[src/spss_defines.vh]
// constants for the system power state sequencer
`ifndef SPSS_DEFINES_VH
`define SPSS_DEFINES_VH
`define SPSS_REG_CHIP_REV      6'h00
`define SPSS_REG_STATUS_SET    6'h01
`define SPSS_REG_GEN_STATUS    6'h05
`define SPSS_REG_CTRL          6'h02
`define SPSS_CHIP_REV_RST      16'h0000
`define SPSS_STATUS_RST        16'h0000
`define SPSS_BIT_WD2           7
`define SPSS_BIT_WD1           6
`define SPSS_BIT_STATE_CHG     5
`define SPSS_BIT_VXPG          3
`define SPSS_BIT_TEMP_WARN     2
`define SPSS_BIT_TEMP_ERR      1
`define SPSS_BIT_PON_LOW       0
`define SPSS_BIT_PARITY        12
`define SPSS_BIT_CKSUM3        10
`define SPSS_BIT_CKSUM2        9
`define SPSS_BIT_CKSUM1        8
`define SPSS_CTRL_CYCLE        0
`define SPSS_CTRL_PARK         1
`define SPSS_CTRL_MIRROR_EN    2
`define SPSS_CTRL_MIRROR_DONE  3
`define SPSS_CTRL_ILLUM        4
`define SPSS_CTRL_WD_EN        5
`define SPSS_CTRL_HEADLIGHT    6
`define SPSS_ST_SHUTDOWN       5'h00
`define SPSS_ST_OFF            5'h02
`define SPSS_ST_INIT_1V1       5'h04
`define SPSS_ST_INIT_1V8       5'h05
`define SPSS_ST_INIT_3V3       5'h06
`define SPSS_ST_RESET_HOLD     5'h07
`define SPSS_ST_STANDBY        5'h08
`define SPSS_ST_MIRROR_UP      5'h09
`define SPSS_ST_DISP_READY     5'h0c
`define SPSS_ST_DISP_ON        5'h0d
`define SPSS_ST_PARK           5'h0e
`define SPSS_ST_PARK_DISCH     5'h11
`define SPSS_CAUSE_POWER_ON    3'h0
`define SPSS_CAUSE_PON_LOW     3'h1
`define SPSS_CAUSE_WD1         3'h2
`define SPSS_CAUSE_WD2         3'h3
`define SPSS_CAUSE_TEMP        3'h4
`define SPSS_CAUSE_SW_CYCLE    3'h5
`define SPSS_CLK_MHZ           20
`define SPSS_RAIL_STEP_US      100
`define SPSS_RAIL_STEP_CYC     (`SPSS_RAIL_STEP_US * `SPSS_CLK_MHZ)
`define SPSS_RESET_HOLD_US     100
`define SPSS_RESET_HOLD_CYC    (`SPSS_RESET_HOLD_US * `SPSS_CLK_MHZ)
`define SPSS_PARK_US           50
`define SPSS_PARK_CYC          (`SPSS_PARK_US * `SPSS_CLK_MHZ)
`define SPSS_DISCH_US          50
`define SPSS_DISCH_CYC         (`SPSS_DISCH_US * `SPSS_CLK_MHZ)
`define SPSS_FRAME_BITS        6'd32
`endif

[src/spss_serial_slave.v]
// serial slave shift engine for one spi port (mode 0, 32-bit frame)
`timescale 1ns/100ps
`default_nettype none
`include "spss_defines.vh"
module spss_serial_slave (
   input  wire        clk_sys,
   input  wire        srst,
   input  wire        sclk_pin,
   input  wire        sel_n_pin,
   input  wire        mosi_pin,
   output reg         miso_q,
   output reg  [5:0]  rd_addr_q,
   input  wire [15:0] rd_data,
   output reg         wr_stb_q,
   output reg         wr_en_q,
   output reg  [5:0]  wr_addr_q,
   output reg  [15:0] wr_data_q,
   output reg         par_err_q
);
   // frame: bit31 write flag, 30:25 address, 24 parity over 31:25, 23:16 zero,
   // 15:0 data; read data shifts out msb first during the data phase
   reg  [2:0]  clk_s_q;
   reg  [1:0]  sel_s_q;
   reg  [1:0]  dat_s_q;
   reg  [31:0] shift_q;
   reg  [5:0]  cnt_q;
   reg  [15:0] out_q;
   wire        rise;
   wire        fall;
   wire        sel_n;
   wire [31:0] nxt;

   assign rise  = clk_s_q[1] & ~clk_s_q[2];
   assign fall  = ~clk_s_q[1] & clk_s_q[2];
   assign sel_n = sel_s_q[1];
   assign nxt   = {shift_q[30:0], dat_s_q[1]};

   always @(posedge clk_sys) begin
      if (srst) begin
         clk_s_q   <= 3'h0;
         sel_s_q   <= 2'h3;
         dat_s_q   <= 2'h0;
         shift_q   <= 32'h0000_0000;
         cnt_q     <= 6'h00;
         out_q     <= 16'h0000;
         miso_q    <= 1'b0;
         rd_addr_q <= 6'h00;
         wr_stb_q  <= 1'b0;
         wr_en_q   <= 1'b0;
         wr_addr_q <= 6'h00;
         wr_data_q <= 16'h0000;
         par_err_q <= 1'b0;
      end else begin
         clk_s_q  <= {clk_s_q[1:0], sclk_pin};
         sel_s_q  <= {sel_s_q[0], sel_n_pin};
         dat_s_q  <= {dat_s_q[0], mosi_pin};
         wr_stb_q <= 1'b0;
         par_err_q <= 1'b0;
         if (sel_n) begin
            cnt_q  <= 6'h00; // frame ends when select rises
            miso_q <= 1'b0;
         end else if (rise) begin
            shift_q <= nxt; // sampled on rising clock edge
            cnt_q   <= cnt_q + 6'd1;
            if (cnt_q == 6'd6) begin
               rd_addr_q <= nxt[5:0];
            end
            if (cnt_q == 6'd15) begin
               out_q <= rd_data;
            end
            if (cnt_q == 6'd7 && (^nxt[7:0])) begin
               par_err_q <= 1'b1;
            end
            if (cnt_q == `SPSS_FRAME_BITS - 6'd1) begin
               // only a complete packet writes; partial frames are dropped
               wr_stb_q  <= 1'b1;
               wr_en_q   <= nxt[31];
               wr_addr_q <= nxt[30:25];
               wr_data_q <= nxt[15:0];
            end
         end else if (fall && cnt_q >= 6'd16 && cnt_q < `SPSS_FRAME_BITS) begin
            miso_q <= out_q[15];
            out_q  <= {out_q[14:0], 1'b0};
         end
      end
   end
endmodule
`default_nettype wire

[src/spss_power_sequencer.v]
// top-level system power state sequencer with two serial register ports
// Functional notes
// - reset puts machine in off, all supplies disabled, controller reset held low
// - leave off only with main supply good, power-on request high, no warning
// - enable external rails in order 1.1 V, 1.8 V, then 3.3 V
// - wait for all four monitored rails good before standby
// - hold controller reset low a fixed time, release entering standby
// - over-temperature error in standby goes to shutdown
// - standby returns to off on request low, sw cycle, watchdog, power loss
// - software enabling mirror voltages in standby moves to mirror power-up
// - software confirming mirror power-up moves to display ready
// - request low during mirror power-up waits until sequence finishes
// - head-up use: illumination toggles between display ready and active
// - headlight use never enters display active
// - park events from ready or active go to mirror park
// - park drives park request low, timers, regulators off, then standby
// - shutdown only on over-temperature, supplies off, exit on request low
// - monitor port is read-only, reads every register, works in shutdown
// - frames start on select low and end on select high
// - status bits 7, 6 watchdog errors, bit 0 request low
// - status bit 12 parity error, bits 10..8 checksum errors
// - status bit 5 set on every state change
// - bit 2 temperature warning, bit 1 error, error always forces park
// - five-bit state field: shutdown 0x00, off 0x02, standby 0x08
// - three-bit last-reset cause records why off was last entered
`timescale 1ns/100ps
`default_nettype none
`include "spss_defines.vh"
module spss_power_sequencer (
   input  wire        clk_sys,
   input  wire        srst,
   input  wire        power_on_request,
   input  wire        main_supply_good,
   input  wire        rail_1v1_good,
   input  wire        rail_1v8_good,
   input  wire        rail_3v3_good,
   input  wire        analog_six_volt_input_good,
   input  wire        die_temp_warning,
   input  wire        die_temp_error,
   input  wire        watchdog_one_error,
   input  wire        watchdog_two_error,
   input  wire        mirror_rail_power_fault,
   input  wire [2:0]  checksum_error,
   input  wire        primary_serial_clock,
   input  wire        primary_spi_select_n,
   input  wire        primary_serial_mosi,
   output wire        primary_serial_miso,
   input  wire        monitor_serial_clock,
   input  wire        monitor_spi_select_n,
   input  wire        monitor_serial_mosi,
   output wire        monitor_serial_miso,
   output reg         rail_1v1_en_q,
   output reg         rail_1v8_en_q,
   output reg         rail_3v3_en_q,
   output reg         mirror_reg_en_q,
   output reg         controller_reset_n_q,
   output reg         park_request_n_q,
   output reg         illumination_en_q
);
   parameter [15:0] CHIP_REVISION = 16'h0012; // arbitrary value
   parameter [15:0] RAIL_STEP_CYC = `SPSS_RAIL_STEP_CYC;
   parameter [15:0] RESET_HOLD_CYC = `SPSS_RESET_HOLD_CYC;
   parameter [15:0] PARK_CYC = `SPSS_PARK_CYC;
   parameter [15:0] DISCH_CYC = `SPSS_DISCH_CYC;

   localparam [4:0] ST_SHUTDOWN    = `SPSS_ST_SHUTDOWN;
   localparam [4:0] ST_OFF         = `SPSS_ST_OFF;
   localparam [4:0] ST_INIT_1V1    = `SPSS_ST_INIT_1V1;
   localparam [4:0] ST_INIT_1V8    = `SPSS_ST_INIT_1V8;
   localparam [4:0] ST_INIT_3V3    = `SPSS_ST_INIT_3V3;
   localparam [4:0] ST_RESET_HOLD  = `SPSS_ST_RESET_HOLD;
   localparam [4:0] ST_STANDBY     = `SPSS_ST_STANDBY;
   localparam [4:0] ST_MIRROR_UP   = `SPSS_ST_MIRROR_UP;
   localparam [4:0] ST_DISP_READY  = `SPSS_ST_DISP_READY;
   localparam [4:0] ST_DISP_ON     = `SPSS_ST_DISP_ON;
   localparam [4:0] ST_PARK        = `SPSS_ST_PARK;
   localparam [4:0] ST_PARK_DISCH  = `SPSS_ST_PARK_DISCH;

   // pin synchronisers; first stage read only by second stage
   reg  [10:0] sync1_q;
   reg  [10:0] sync2_q;
   reg  [2:0]  cks1_q;
   reg  [2:0]  cks2_q;
   wire        pon;
   wire        main_ok;
   wire        rails_ok;
   wire        t_warn;
   wire        t_err;
   wire        wd1;
   wire        wd2;
   wire        vxpg;

   always @(posedge clk_sys) begin
      if (srst) begin
         sync1_q <= 11'h000;
         sync2_q <= 11'h000;
         cks1_q  <= 3'h0;
         cks2_q  <= 3'h0;
      end else begin
         sync1_q <= {mirror_rail_power_fault, watchdog_two_error, watchdog_one_error,
                     die_temp_error, die_temp_warning, analog_six_volt_input_good,
                     rail_3v3_good, rail_1v8_good, rail_1v1_good, main_supply_good,
                     power_on_request};
         sync2_q <= sync1_q;
         cks1_q  <= checksum_error;
         cks2_q  <= cks1_q;
      end
   end

   assign pon      = sync2_q[0];
   assign main_ok  = sync2_q[1];
   assign rails_ok = &sync2_q[5:2];
   assign t_warn   = sync2_q[6];
   assign t_err    = sync2_q[7];
   assign wd1      = sync2_q[8];
   assign wd2      = sync2_q[9];
   assign vxpg     = sync2_q[10];

   // register ports
   wire [5:0]  p_rd_addr;
   wire [5:0]  m_rd_addr;
   wire        p_wr_stb;
   wire        p_wr_en;
   wire [5:0]  p_wr_addr;
   wire [15:0] p_wr_data;
   wire        p_par_err;
   reg  [15:0] status_q;
   reg  [6:0]  ctrl_q;
   reg  [4:0]  state_q;
   reg  [4:0]  state_d;
   reg  [2:0]  cause_q;
   reg  [2:0]  cause_d;
   reg  [15:0] timer_q;
   reg         cycle_q;
   reg         park_q;

   function [15:0] reg_read;
      input [5:0] addr;
      begin
         case (addr)
            `SPSS_REG_CHIP_REV:   reg_read = CHIP_REVISION;
            `SPSS_REG_STATUS_SET: reg_read = status_q;
            `SPSS_REG_CTRL:       reg_read = {9'h000, ctrl_q};
            `SPSS_REG_GEN_STATUS: reg_read = {8'h00, cause_q, state_q};
            default:              reg_read = 16'h0000;
         endcase
      end
   endfunction

   spss_serial_slave u_primary (
      .clk_sys   (clk_sys),
      .srst      (srst),
      .sclk_pin  (primary_serial_clock),
      .sel_n_pin (primary_spi_select_n),
      .mosi_pin  (primary_serial_mosi),
      .miso_q    (primary_serial_miso),
      .rd_addr_q (p_rd_addr),
      .rd_data   (reg_read(p_rd_addr)),
      .wr_stb_q  (p_wr_stb),
      .wr_en_q   (p_wr_en),
      .wr_addr_q (p_wr_addr),
      .wr_data_q (p_wr_data),
      .par_err_q (p_par_err)
   );

   // monitor port: write outputs left open, read-only
   spss_serial_slave u_monitor (
      .clk_sys   (clk_sys),
      .srst      (srst),
      .sclk_pin  (monitor_serial_clock),
      .sel_n_pin (monitor_spi_select_n),
      .mosi_pin  (monitor_serial_mosi),
      .miso_q    (monitor_serial_miso),
      .rd_addr_q (m_rd_addr),
      .rd_data   (reg_read(m_rd_addr)),
      .wr_stb_q  (),
      .wr_en_q   (),
      .wr_addr_q (),
      .wr_data_q (),
      .par_err_q ()
   );

   wire wr_ok = p_wr_stb & p_wr_en;
   wire wr_status = wr_ok & (p_wr_addr == `SPSS_REG_STATUS_SET);
   wire wr_ctrl = wr_ok & (p_wr_addr == `SPSS_REG_CTRL);
   wire [6:0] ctrl_now = wr_ctrl ? p_wr_data[6:0] : ctrl_q;
   wire wd_err = ctrl_q[`SPSS_CTRL_WD_EN] & (wd1 | wd2);
   wire park_evt = ~main_ok | ~rails_ok | ~pon | t_err | park_q | cycle_q;
   wire timer_done = (timer_q == 16'h0000);

   // control register: cycle and park commands are latched, cleared by use
   always @(posedge clk_sys) begin
      if (srst) begin
         ctrl_q  <= 7'h00;
         cycle_q <= 1'b0;
         park_q  <= 1'b0;
      end else begin
         ctrl_q <= {ctrl_now[6:2], 2'b00};
         if (wr_ctrl && p_wr_data[`SPSS_CTRL_CYCLE]) begin
            cycle_q <= 1'b1;
         end else if (state_q == ST_OFF) begin
            cycle_q <= 1'b0;
         end
         if (wr_ctrl && p_wr_data[`SPSS_CTRL_PARK]) begin
            park_q <= 1'b1;
         end else if (state_q == ST_PARK) begin
            park_q <= 1'b0;
         end
      end
   end

   // state machine
   always @* begin
      state_d = state_q;
      cause_d = cause_q;
      case (state_q)
         ST_SHUTDOWN: begin
            if (!pon) begin
               state_d = ST_OFF;
               cause_d = `SPSS_CAUSE_TEMP;
            end
         end
         ST_OFF: begin
            if (main_ok && pon && !t_warn) begin
               state_d = ST_INIT_1V1;
            end
         end
         ST_INIT_1V1: begin
            if (timer_done) begin
               state_d = ST_INIT_1V8;
            end
         end
         ST_INIT_1V8: begin
            if (timer_done) begin
               state_d = ST_INIT_3V3;
            end
         end
         ST_INIT_3V3: begin
            if (timer_done && rails_ok) begin
               state_d = ST_RESET_HOLD;
            end
         end
         ST_RESET_HOLD: begin
            if (timer_done) begin
               state_d = ST_STANDBY;
            end
         end
         ST_STANDBY: begin
            if (t_err) begin
               state_d = ST_SHUTDOWN;
            end else if (!pon || cycle_q || wd_err || !main_ok || !rails_ok) begin
               state_d = ST_OFF;
               if (!pon) begin
                  cause_d = `SPSS_CAUSE_PON_LOW;
               end else if (cycle_q) begin
                  cause_d = `SPSS_CAUSE_SW_CYCLE;
               end else if (wd_err && wd1) begin
                  cause_d = `SPSS_CAUSE_WD1;
               end else if (wd_err) begin
                  cause_d = `SPSS_CAUSE_WD2;
               end else begin
                  cause_d = `SPSS_CAUSE_POWER_ON;
               end
            end else if (ctrl_q[`SPSS_CTRL_MIRROR_EN]) begin
               state_d = ST_MIRROR_UP;
            end
         end
         ST_MIRROR_UP: begin
            // park events ignored until power-up completes
            if (ctrl_q[`SPSS_CTRL_MIRROR_DONE]) begin
               state_d = ST_DISP_READY;
            end
         end
         ST_DISP_READY: begin
            if (park_evt) begin
               state_d = ST_PARK;
            end else if (ctrl_q[`SPSS_CTRL_ILLUM] && !ctrl_q[`SPSS_CTRL_HEADLIGHT]) begin
               state_d = ST_DISP_ON;
            end
         end
         ST_DISP_ON: begin
            if (park_evt) begin
               state_d = ST_PARK;
            end else if (!ctrl_q[`SPSS_CTRL_ILLUM] || ctrl_q[`SPSS_CTRL_HEADLIGHT]) begin
               state_d = ST_DISP_READY;
            end
         end
         ST_PARK: begin
            if (timer_done) begin
               state_d = ST_PARK_DISCH;
            end
         end
         ST_PARK_DISCH: begin
            if (timer_done) begin
               state_d = ST_STANDBY;
            end
         end
         default: begin
            state_d = ST_OFF;
         end
      endcase
   end

   always @(posedge clk_sys) begin
      if (srst) begin
         state_q <= ST_OFF;
         cause_q <= `SPSS_CAUSE_POWER_ON;
         timer_q <= 16'h0000;
      end else begin
         state_q <= state_d;
         cause_q <= cause_d;
         if (state_d != state_q) begin
            case (state_d)
               ST_INIT_1V1:   timer_q <= RAIL_STEP_CYC;
               ST_INIT_1V8:   timer_q <= RAIL_STEP_CYC;
               ST_INIT_3V3:   timer_q <= RAIL_STEP_CYC;
               ST_RESET_HOLD: timer_q <= RESET_HOLD_CYC;
               ST_PARK:       timer_q <= PARK_CYC;
               ST_PARK_DISCH: timer_q <= DISCH_CYC;
               default:       timer_q <= 16'h0000;
            endcase
         end else if (!timer_done) begin
            timer_q <= timer_q - 16'd1;
         end
      end
   end

   // outputs; supplies drop in the same cycle reset or shutdown is seen
   always @(posedge clk_sys) begin
      if (srst) begin
         rail_1v1_en_q        <= 1'b0;
         rail_1v8_en_q        <= 1'b0;
         rail_3v3_en_q        <= 1'b0;
         mirror_reg_en_q      <= 1'b0;
         controller_reset_n_q <= 1'b0;
         park_request_n_q     <= 1'b1;
         illumination_en_q    <= 1'b0;
      end else begin
         rail_1v1_en_q <= (state_d >= ST_INIT_1V1) && (state_d != ST_OFF);
         rail_1v8_en_q <= (state_d >= ST_INIT_1V8);
         rail_3v3_en_q <= (state_d >= ST_INIT_3V3);
         controller_reset_n_q <= (state_d >= ST_STANDBY);
         mirror_reg_en_q <= (state_d >= ST_MIRROR_UP) && (state_d <= ST_PARK);
         // request held low through discharge too, so regulators never drop unparked
         park_request_n_q <= ~((state_d == ST_PARK) || (state_d == ST_PARK_DISCH) ||
                               t_err);
         illumination_en_q <= ctrl_q[`SPSS_CTRL_ILLUM] &&
                              ((state_d == ST_DISP_ON) ||
                               (state_d == ST_DISP_READY && ctrl_q[`SPSS_CTRL_HEADLIGHT]));
      end
   end

   // status set register: sticky, hardware set or write one to set
   always @(posedge clk_sys) begin
      if (srst) begin
         status_q <= `SPSS_STATUS_RST;
      end else begin
         // no clear path here; flags stay set until srst
         status_q <= status_q
                   | (wr_status ? p_wr_data : 16'h0000)
                   | ({15'h0000, wd2}          << `SPSS_BIT_WD2)
                   | ({15'h0000, wd1}          << `SPSS_BIT_WD1)
                   | ({15'h0000, state_d != state_q} << `SPSS_BIT_STATE_CHG)
                   | ({15'h0000, vxpg}         << `SPSS_BIT_VXPG)
                   | ({15'h0000, t_warn}       << `SPSS_BIT_TEMP_WARN)
                   | ({15'h0000, t_err}        << `SPSS_BIT_TEMP_ERR)
                   | ({15'h0000, ~pon}         << `SPSS_BIT_PON_LOW)
                   | ({15'h0000, p_par_err}    << `SPSS_BIT_PARITY)
                   | ({15'h0000, cks2_q[2]}    << `SPSS_BIT_CKSUM3)
                   | ({15'h0000, cks2_q[1]}    << `SPSS_BIT_CKSUM2)
                   | ({15'h0000, cks2_q[0]}    << `SPSS_BIT_CKSUM1);
      end
   end
endmodule
`default_nettype wire

[config.mk]
export PLATFORM = sky130hd
export DESIGN_NAME = spss_power_sequencer
export DESIGN_NICKNAME = d
export VERILOG_FILES = /design/src/spss_serial_slave.v /design/src/spss_power_sequencer.v
export VERILOG_INCLUDE_DIRS = /design/src
export SDC_FILE = /design/constraint.sdc
export NUM_CORES = 1
export LEC_CHECK = 0
export ABC_AREA = 0
export BUFFER_PORTS_ARGS = -buffer_cell sky130_fd_sc_hd__clkbuf_2
export CORE_ASPECT_RATIO = 0.7
export CORE_MARGIN = 4
export CORE_UTILIZATION = 55
export DETAILED_ROUTE_END_ITERATION = 8
export PLACE_DENSITY_LB_ADDON = 0.1
export SLEW_MARGIN = 20
export SYNTH_ARGS = -nofsm -noshare
export SYNTH_HDL_FRONTEND = slang
export SYNTH_SLANG_ARGS = --single-unit
[constraint.sdc]
create_clock -name clk_sys -period 2.45 [get_ports clk_sys]
set_clock_uncertainty 0.05 [all_clocks]
set_input_delay 0.49 -clock clk_sys [delete_from_list [all_inputs] [get_ports clk_sys]]
set_output_delay 0.49 -clock clk_sys [all_outputs]
set_load 0.1 [all_outputs]
# Word level (Yosys, flattened, before mapping)

Index checks and enable logic that the tools add are counted.

Muxes and demuxes: 42
$add $sub $neg: 3
Order comparisons: 10
Bitwise gates (word level): 38
Equal/unequal tests: 41
Reduce and logical (&&, ||, !) cells: 57

Operators by type and width:

| kind                                          | count |
|---|---|
| 2-to-1 mux 16 bit                             | 9 |
| one-hot mux 16 bit (4 select lines)           | 2 |
| 2-to-1 mux 5 bit                              | 15 |
| one-hot mux 5 bit (11 select lines)           | 1 |
| == test 5 x 3 -> 1 bit, second input constant | 8 |
| == test 5 x 4 -> 1 bit, second input constant | 8 |
| == test 6 x 3 -> 1 bit, second input constant | 5 |
| one-hot mux 11 bit (2 select lines)           | 1 |
| == test 6 x 1 -> 1 bit, second input constant | 3 |
| == test 6 x 2 -> 1 bit, second input constant | 3 |
| logical AND 1 bit                             | 16 |
| logical NOT 16 bit                            | 1 |
| OR 16 x 1 -> 16 bit                           | 1 |
| OR 16 x 10 -> 16 bit                          | 1 |
| OR 16 x 11 -> 16 bit                          | 1 |
| OR 16 x 13 -> 16 bit                          | 1 |
| OR 16 bit                                     | 1 |
| OR 16 x 2 -> 16 bit                           | 1 |
| OR 16 x 3 -> 16 bit                           | 1 |
| OR 16 x 4 -> 16 bit                           | 1 |
| OR 16 x 6 -> 16 bit                           | 1 |
| OR 16 x 7 -> 16 bit                           | 1 |
| OR 16 x 8 -> 16 bit                           | 1 |
| OR 16 x 9 -> 16 bit                           | 1 |
| 34 further kinds                              | 107 |

Output and inout port bits: 9
Word-level logic and storage cells: 231
Bits in registers: 217
Input bits: 22

# Depth between registers and ports, before layout

Word-level depth: 19
Gate-level depth with buffers: 11
Mapped depth without buffers: 9

# Cells and area by module

A second synthesis with hierarchy kept.

Cell total of the unflattened synthesis: 1265
Area total of the unflattened synthesis: 10890.4 sq um

Modules (own cells, without submodules):

| module                         | instances | cells an instance | seq. area each (sq um) | area each (sq um) |
|---|---|---|---|---|
| spss_power_sequencer           | 1         | 442               | 1641.6                 | 3774.9 |
| spss_serial_slave at u_primary | 1         | 428               | 1841.8                 | 3577.2 |
| spss_serial_slave at u_monitor | 1         | 395               | 1841.8                 | 3538.4 |

# Worst setup path after synthesis

OpenSTA, ideal clock, no wires.

Kind: flip-flop to flip-flop
From: reg timer_q[0]
To: reg timer_q[9]
Stages on the path, launching flop included: 12
Clock period less this slack: 2.607 ns
Slack: -0.157 ns
Buffers on the path: 2
Library setup time: 0.084 ns
Required time: 2.316 ns
Data arrival time: 2.473 ns
Cell sequence: dfxtp_1 inv_1 ha_1 nor4b_4 and4_4 nor2_1 a211o_1 o21a_1 or4_1 buf_2 buf_6 o31ai_2

Cells in the longest elaborated chain, start to end: 8
Elaborated cells between the ends (all ways): 22
Classes of those cells: 1 x add/sub; 8 x eq/ne; 9 x mux; 4 x reduce/logical

Ends and longest elaborated chain:

| item                                                                      | line                       | RTL |
|---|---|---|
| start: declaration                                                        | spss_power_sequencer.v:133 | `reg [15:0] timer_q;` |
| start signal: assignment                                                  | spss_power_sequencer.v:323 | `timer_q <= timer_q - 16'd1;` |
| logical NOT 16 bit                                                        | spss_power_sequencer.v:189 | `wire timer_done = (timer_q == 16'h0000);` |
| logical AND 1 bit                                                         | spss_power_sequencer.v:239 | `if (timer_done && rails_ok) begin` |
| 2-to-1 mux 5 bit                                                          | spss_power_sequencer.v:239 |  |
| one-hot mux 5 bit (11 select lines)                                       | spss_power_sequencer.v:216 | `case (state_q)` |
| == test 5 x 3 -> 1 bit, or another cell as far along                      | spss_power_sequencer.v:313 | `case (state_d)` |
| OR reduction 4 bit (no source line) or OR reduction 2 bit (tied branches) | --                         |  |
| one-hot mux 11 bit (2 select lines)                                       | spss_power_sequencer.v:313 |  |
| 2-to-1 mux 16 bit                                                         | spss_power_sequencer.v:312 | `if (state_d != state_q) begin` |

Parallel ways exist; a longest one is shown, timed or not. The select of a mux whose other input is x is not followed.
A chain may end at the register's enable or synchronous reset.

# Worst setup path after layout

From: reg park_q
To: reg timer_q[10]

Cells in the longest elaborated chain, start to end: 8
Elaborated cells between the ends (all ways): 17
Classes of those cells: 8 x eq/ne; 5 x mux; 2 x bitwise; 2 x reduce/logical

Ends and longest elaborated chain:

| item                                                                      | line                                                   | RTL |
|---|---|---|
| start: declaration                                                        | spss_power_sequencer.v:135                             | `reg park_q;` |
| start signal: assignment                                                  | spss_power_sequencer.v:196                             | `park_q <= 1'b0;` |
| start signal: assignment                                                  | spss_power_sequencer.v:205                             | `park_q <= 1'b1;` |
| start signal: assignment                                                  | spss_power_sequencer.v:207                             | `park_q <= 1'b0;` |
| OR 1 bit (*) (2 in series)                                                | spss_power_sequencer.v:188                             | `wire park_evt = ~main_ok \| ~rails_ok \| ~pon \| t_err \| park_q \| cycle_q;` |
| 2-to-1 mux 5 bit, on equally long branches                                | spss_power_sequencer.v:282, spss_power_sequencer.v:275 |  |
| one-hot mux 5 bit (11 select lines) (*)                                   | spss_power_sequencer.v:216                             |  |
| == test 5 x 3 -> 1 bit, or another cell as far along                      | spss_power_sequencer.v:313                             |  |
| OR reduction 4 bit (no source line) or OR reduction 2 bit (tied branches) | --                                                     |  |
| one-hot mux 11 bit (2 select lines)                                       | spss_power_sequencer.v:313                             |  |
| 2-to-1 mux 16 bit                                                         | spss_power_sequencer.v:312                             |  |

Every way passes the cells marked *; elsewhere a longest branch is shown, timed or not.

==> flow_metrics.py <==
metrics = {
    "layout": {
        "register_area_um2": 4310,
        "n_antenna_cell": 0,
        "multi_input_area_um2": 4170,
        "syn_to_final_growth_pct": 21.6,
        "final_nets": 1124,
        "layout_commonest_cell": "dfxtp_1",
        "instances_no_fill": 1309,
        "drive_gt1_share_pct": 19.5,
        "final_cell_mix": "dfxtp_1 (209), nand2_1 (155), nor2_1 (122)",
        "fillers": 1285,
    },
    "floorplan": {
        "die_x_um": 158,
        "ioPinCount": 31,
        "dieArea_um2": 17800,
        "fp-row-count": 38,
        "core_um2": 15500,
        "initial_core_util_pct": 55.9,
        "die_h_um": 113,
    },
    "synthesis": {
        "muxShareOfSynthArea_pct": 2.46,
        "yosys_warnings": 0,
        "async_flop_share_pct": 0,
        "ys.flop_type": "dfxtp_1",
        "synth_top_area_share_pct": 49.8,
        "synth-edff-count": 0,
        "syn_area_per_cell_um2": 8.62,
        "synth_simple_gate_area_share_pct": 25.1,
        "synth_area_um2": 8630,
        "synthesis.nets": 1029,
        "synth_cells": 1002,
        "synthTopCellsByArea": "dfxtp_1 (50%), nand2_1 (6.7%), a21oi_1 (5.9%), nor2_1 (5.5%), nor2b_1 (3.6%)",
        "synth_compound_area_share_pct": 15.8,
        "synthAdderAreaFrac_pct": 0.725,
        "yosysSeqAreaShare_pct": 49.8,
        "ys_seq_elements": 215,
        "synthXorXnorAreaFrac_pct": 2.84,
        "synth_top_family_by_area": "simple AND/OR/NAND/NOR gates",
        "yosysUniqueCellTypes": 66,
        "yosysTopAreaCell": "dfxtp_1",
    },
    "place": {
        "numPortBuffers": 30,
        "place.detailed.hpwl_mm": 14.0,
        "routabilityCongestion": 0.891,
        "dp_cells": 1273,
    },
    "critical_path": {
        "cp-startpoint": "park_q$_SDFFE_PP0P_",
        "cp_max_fo": 5,
        "critical_path_required_ns": 2.81,
        "r2r-end": "timer_q[10]$_SDFFE_PP0P_",
        "reg2reg_slack_ns": -0.10,
        "ff2ff_path_depth": 8,
        "critPathKind": "reg2reg",
        "r2r_start": "park_q$_SDFFE_PP0P_",
        "endpoint": "timer_q[10]$_SDFFE_PP0P_",
        "start_kind": "flop",
        "worstPathArrival_ns": 2.91,
        "end_kind": "flop",
    },
    "detailed_routing": {
        "via_per_inst": 5.55,
        "drt_first_pass_iters": 7,
        "routedWlPerCell_um": 15.8,
        "ant_nets": 0,
        "drc": 0,
        "drtIter0Drc": 577,
        "routed_wl_mm": 20.7,
        "dr_total_vias": 7268,
    },
    "cts": {
        "clk_latency_ns": 0.49,
        "cts.sinks": 215,
        "cts_tree": "yes",
        "htreeDepth": 1,
        "cts.clk_slew.worst_paths_ns": 0.06,
        "cts_root_buffer": "clkbuf_16",
        "cts_made_buffers": 21,
        "cts_max_path_buffers": 3,
    },
    "global_routing": {
        "antenna_found_initial": 0,
        "grt_usage_pct": 22.9,
        "grt_pass1_wl_mm": 33.7,
        "gr-total-overflow": 0,
        "grt_max_degree": 68,
        "grt_pass1_vias": 6614,
    },
    "power": {
        "ir_worst_vdd_mv": 0.776,
        "p_per_area_nw_per_um2": 820,
        "p_leak_nw": 3.87,
    },
    "timing": {
        "hold_viol_final": 0,
        "setup_slack_ns": -0.104,
        "tightestPinTransition_ns": 0.853,
        "slew_headroom_pct": 43.1,
        "rsz0062_at_grt": "yes",
        "holdWs_ns": 0.128,
        "max_freq_mhz": 392,
        "min_period_ns": 2.55,
        "slew_viol_final": 0,
        "setup_viol": 16,
        "period_share_pct": 104,
    },
    "run": {
        "maxCapViolations": 0,
    },
    "status": {
        "failed_checks": "negative setup slack",
        "status": "finished with violations",
    },
    "min_path": {
        "min-delay-path-class": "in2reg",
    },
}
## cell usage after synthesis (5+ instances only)
library cell	number
or3_1	7
a31oi_1	6
a211oi_1	28
nand3_1	27
nand2_1	155
xnor2_1	16
a311oi_1	16
dfxtp_1	215
nor3b_1	6
a22oi_1	6
o21ai_0	14
a222oi_1	8
and3_1	5
nand2b_1	10
xor2_1	12
a21oi_1	102
ha_1	5
nor2b_1	50
nor2_1	127
inv_1	12
clkbuf_1	50
mux2i_1	19
nor3_1	12
or2_2	8
nor4_1	7
nand4_1	8
## where the power goes
group          total (W)  leakage (nW)  switching [W]  internal [W]
Combinational    0.00129          1.75       0.000655      0.000635
Clock            0.00359         0.378        0.00133       0.00226
Sequential       0.00373          1.75       0.000102       0.00362
## flip-flops by register name (all words and copies together), names as in the netlist, 3 cells and up
signal               flops
u_primary.shift_q       31
status_q                16
timer_q                 16
u_monitor.out_q         16
u_primary.out_q         16
u_primary.wr_data_q     16
sync1_q                 11
sync2_q                 11
u_monitor.cnt_q          6
u_monitor.rd_addr_q      6
u_primary.cnt_q          6
u_primary.rd_addr_q      6
u_primary.wr_addr_q      6
ctrl_q                   5
state_q                  5
u_monitor.shift_q        5
cause_q                  3
cks1_q                   3
cks2_q                   3
u_monitor.clk_s_q        3
u_primary.clk_s_q        3
## worst min-delay path by stage
stage	start	to	slack [ns]	depth (start not counted)
after floorplan	u_monitor.sel_s_q[0]$_SDFF_PP1_	u_monitor.sel_s_q[1]$_SDFF_PP1_	0.34	1
final	monitor_spi_select_n	u_monitor.sel_s_q[0]$_SDFF_PP1_	0.13	2
after CTS	monitor_spi_select_n	u_monitor.sel_s_q[0]$_SDFF_PP1_	0.12	2
after global placement	u_monitor.sel_s_q[0]$_SDFF_PP1_	u_monitor.sel_s_q[1]$_SDFF_PP1_	0.34	1
after global routing	primary_spi_select_n	u_primary.sel_s_q[0]$_SDFF_PP1_	0.13	2
after detailed placement	u_monitor.sel_s_q[0]$_SDFF_PP1_	u_monitor.sel_s_q[1]$_SDFF_PP1_	0.35	1
## cell type report
type,instances,share of cell area (%)
Tap cell,200,2.38
Clock inverter,12,2.10
Timing Repair Buffer,131,9.01
Multi-Input combinational cell,716,39.7
Clock buffer,23,5.27
Sequential cell,215,41.1
Inverter,12,0.429
## per-stage QoR
stage                     worst slack (ns)  TNS, ns  power (W)  area [um^2]  util [%]
after global placement              -0.111   -0.971    0.00498         9610      62.2
after detailed placement            -0.148    -1.40    0.00498         9610      62.2
final                               -0.104    -1.04    0.00861        10500      67.9
after CTS                           -0.121    -1.01    0.00858        10400      67.2
after floorplan                     -0.110   -0.471    0.00449         8660         -
after global routing                -0.196    -2.48    0.00894        10500      67.9
## kinds of logic after synthesis
family                     count (synthesis)
AOI/OAI and AO/OA                        211
xor gates and xnor gates                  28
buffers and inverters                     71
adders and majority gates                  5
DFF                                      215
and+or+nand+nor                          451
muxes                                     21
## what timing repair did
item	4_1_cts	5_1_grt
hold buffers	0	0
pin swaps	1	5
setup buffers	0	0
gates resized for setup	3	25
setup endpoints to repair	16	17
cloned	0	1
## critical path: stages (launching register included)
cell and delay (ns):
dfxtp_2 0.32, or4b_4 0.52, or4_4 0.42, o211ai_1 0.14, o21ai_1 0.09, o21a_1 0.12, or4_4 0.43, buf_6 0.16
o32ai_2 0.22
## per-layer routing
metal,GRT usage (%),vias to the layer above,wire length (um)
met5,0,-,0
met4,5.16,0,362
met3,4.43,27,1360
met2,32.5,191,8510
met1,35.8,3371,10400
li1,-,3679,-
Note: power is estimated with default switching activity, not from simulation.
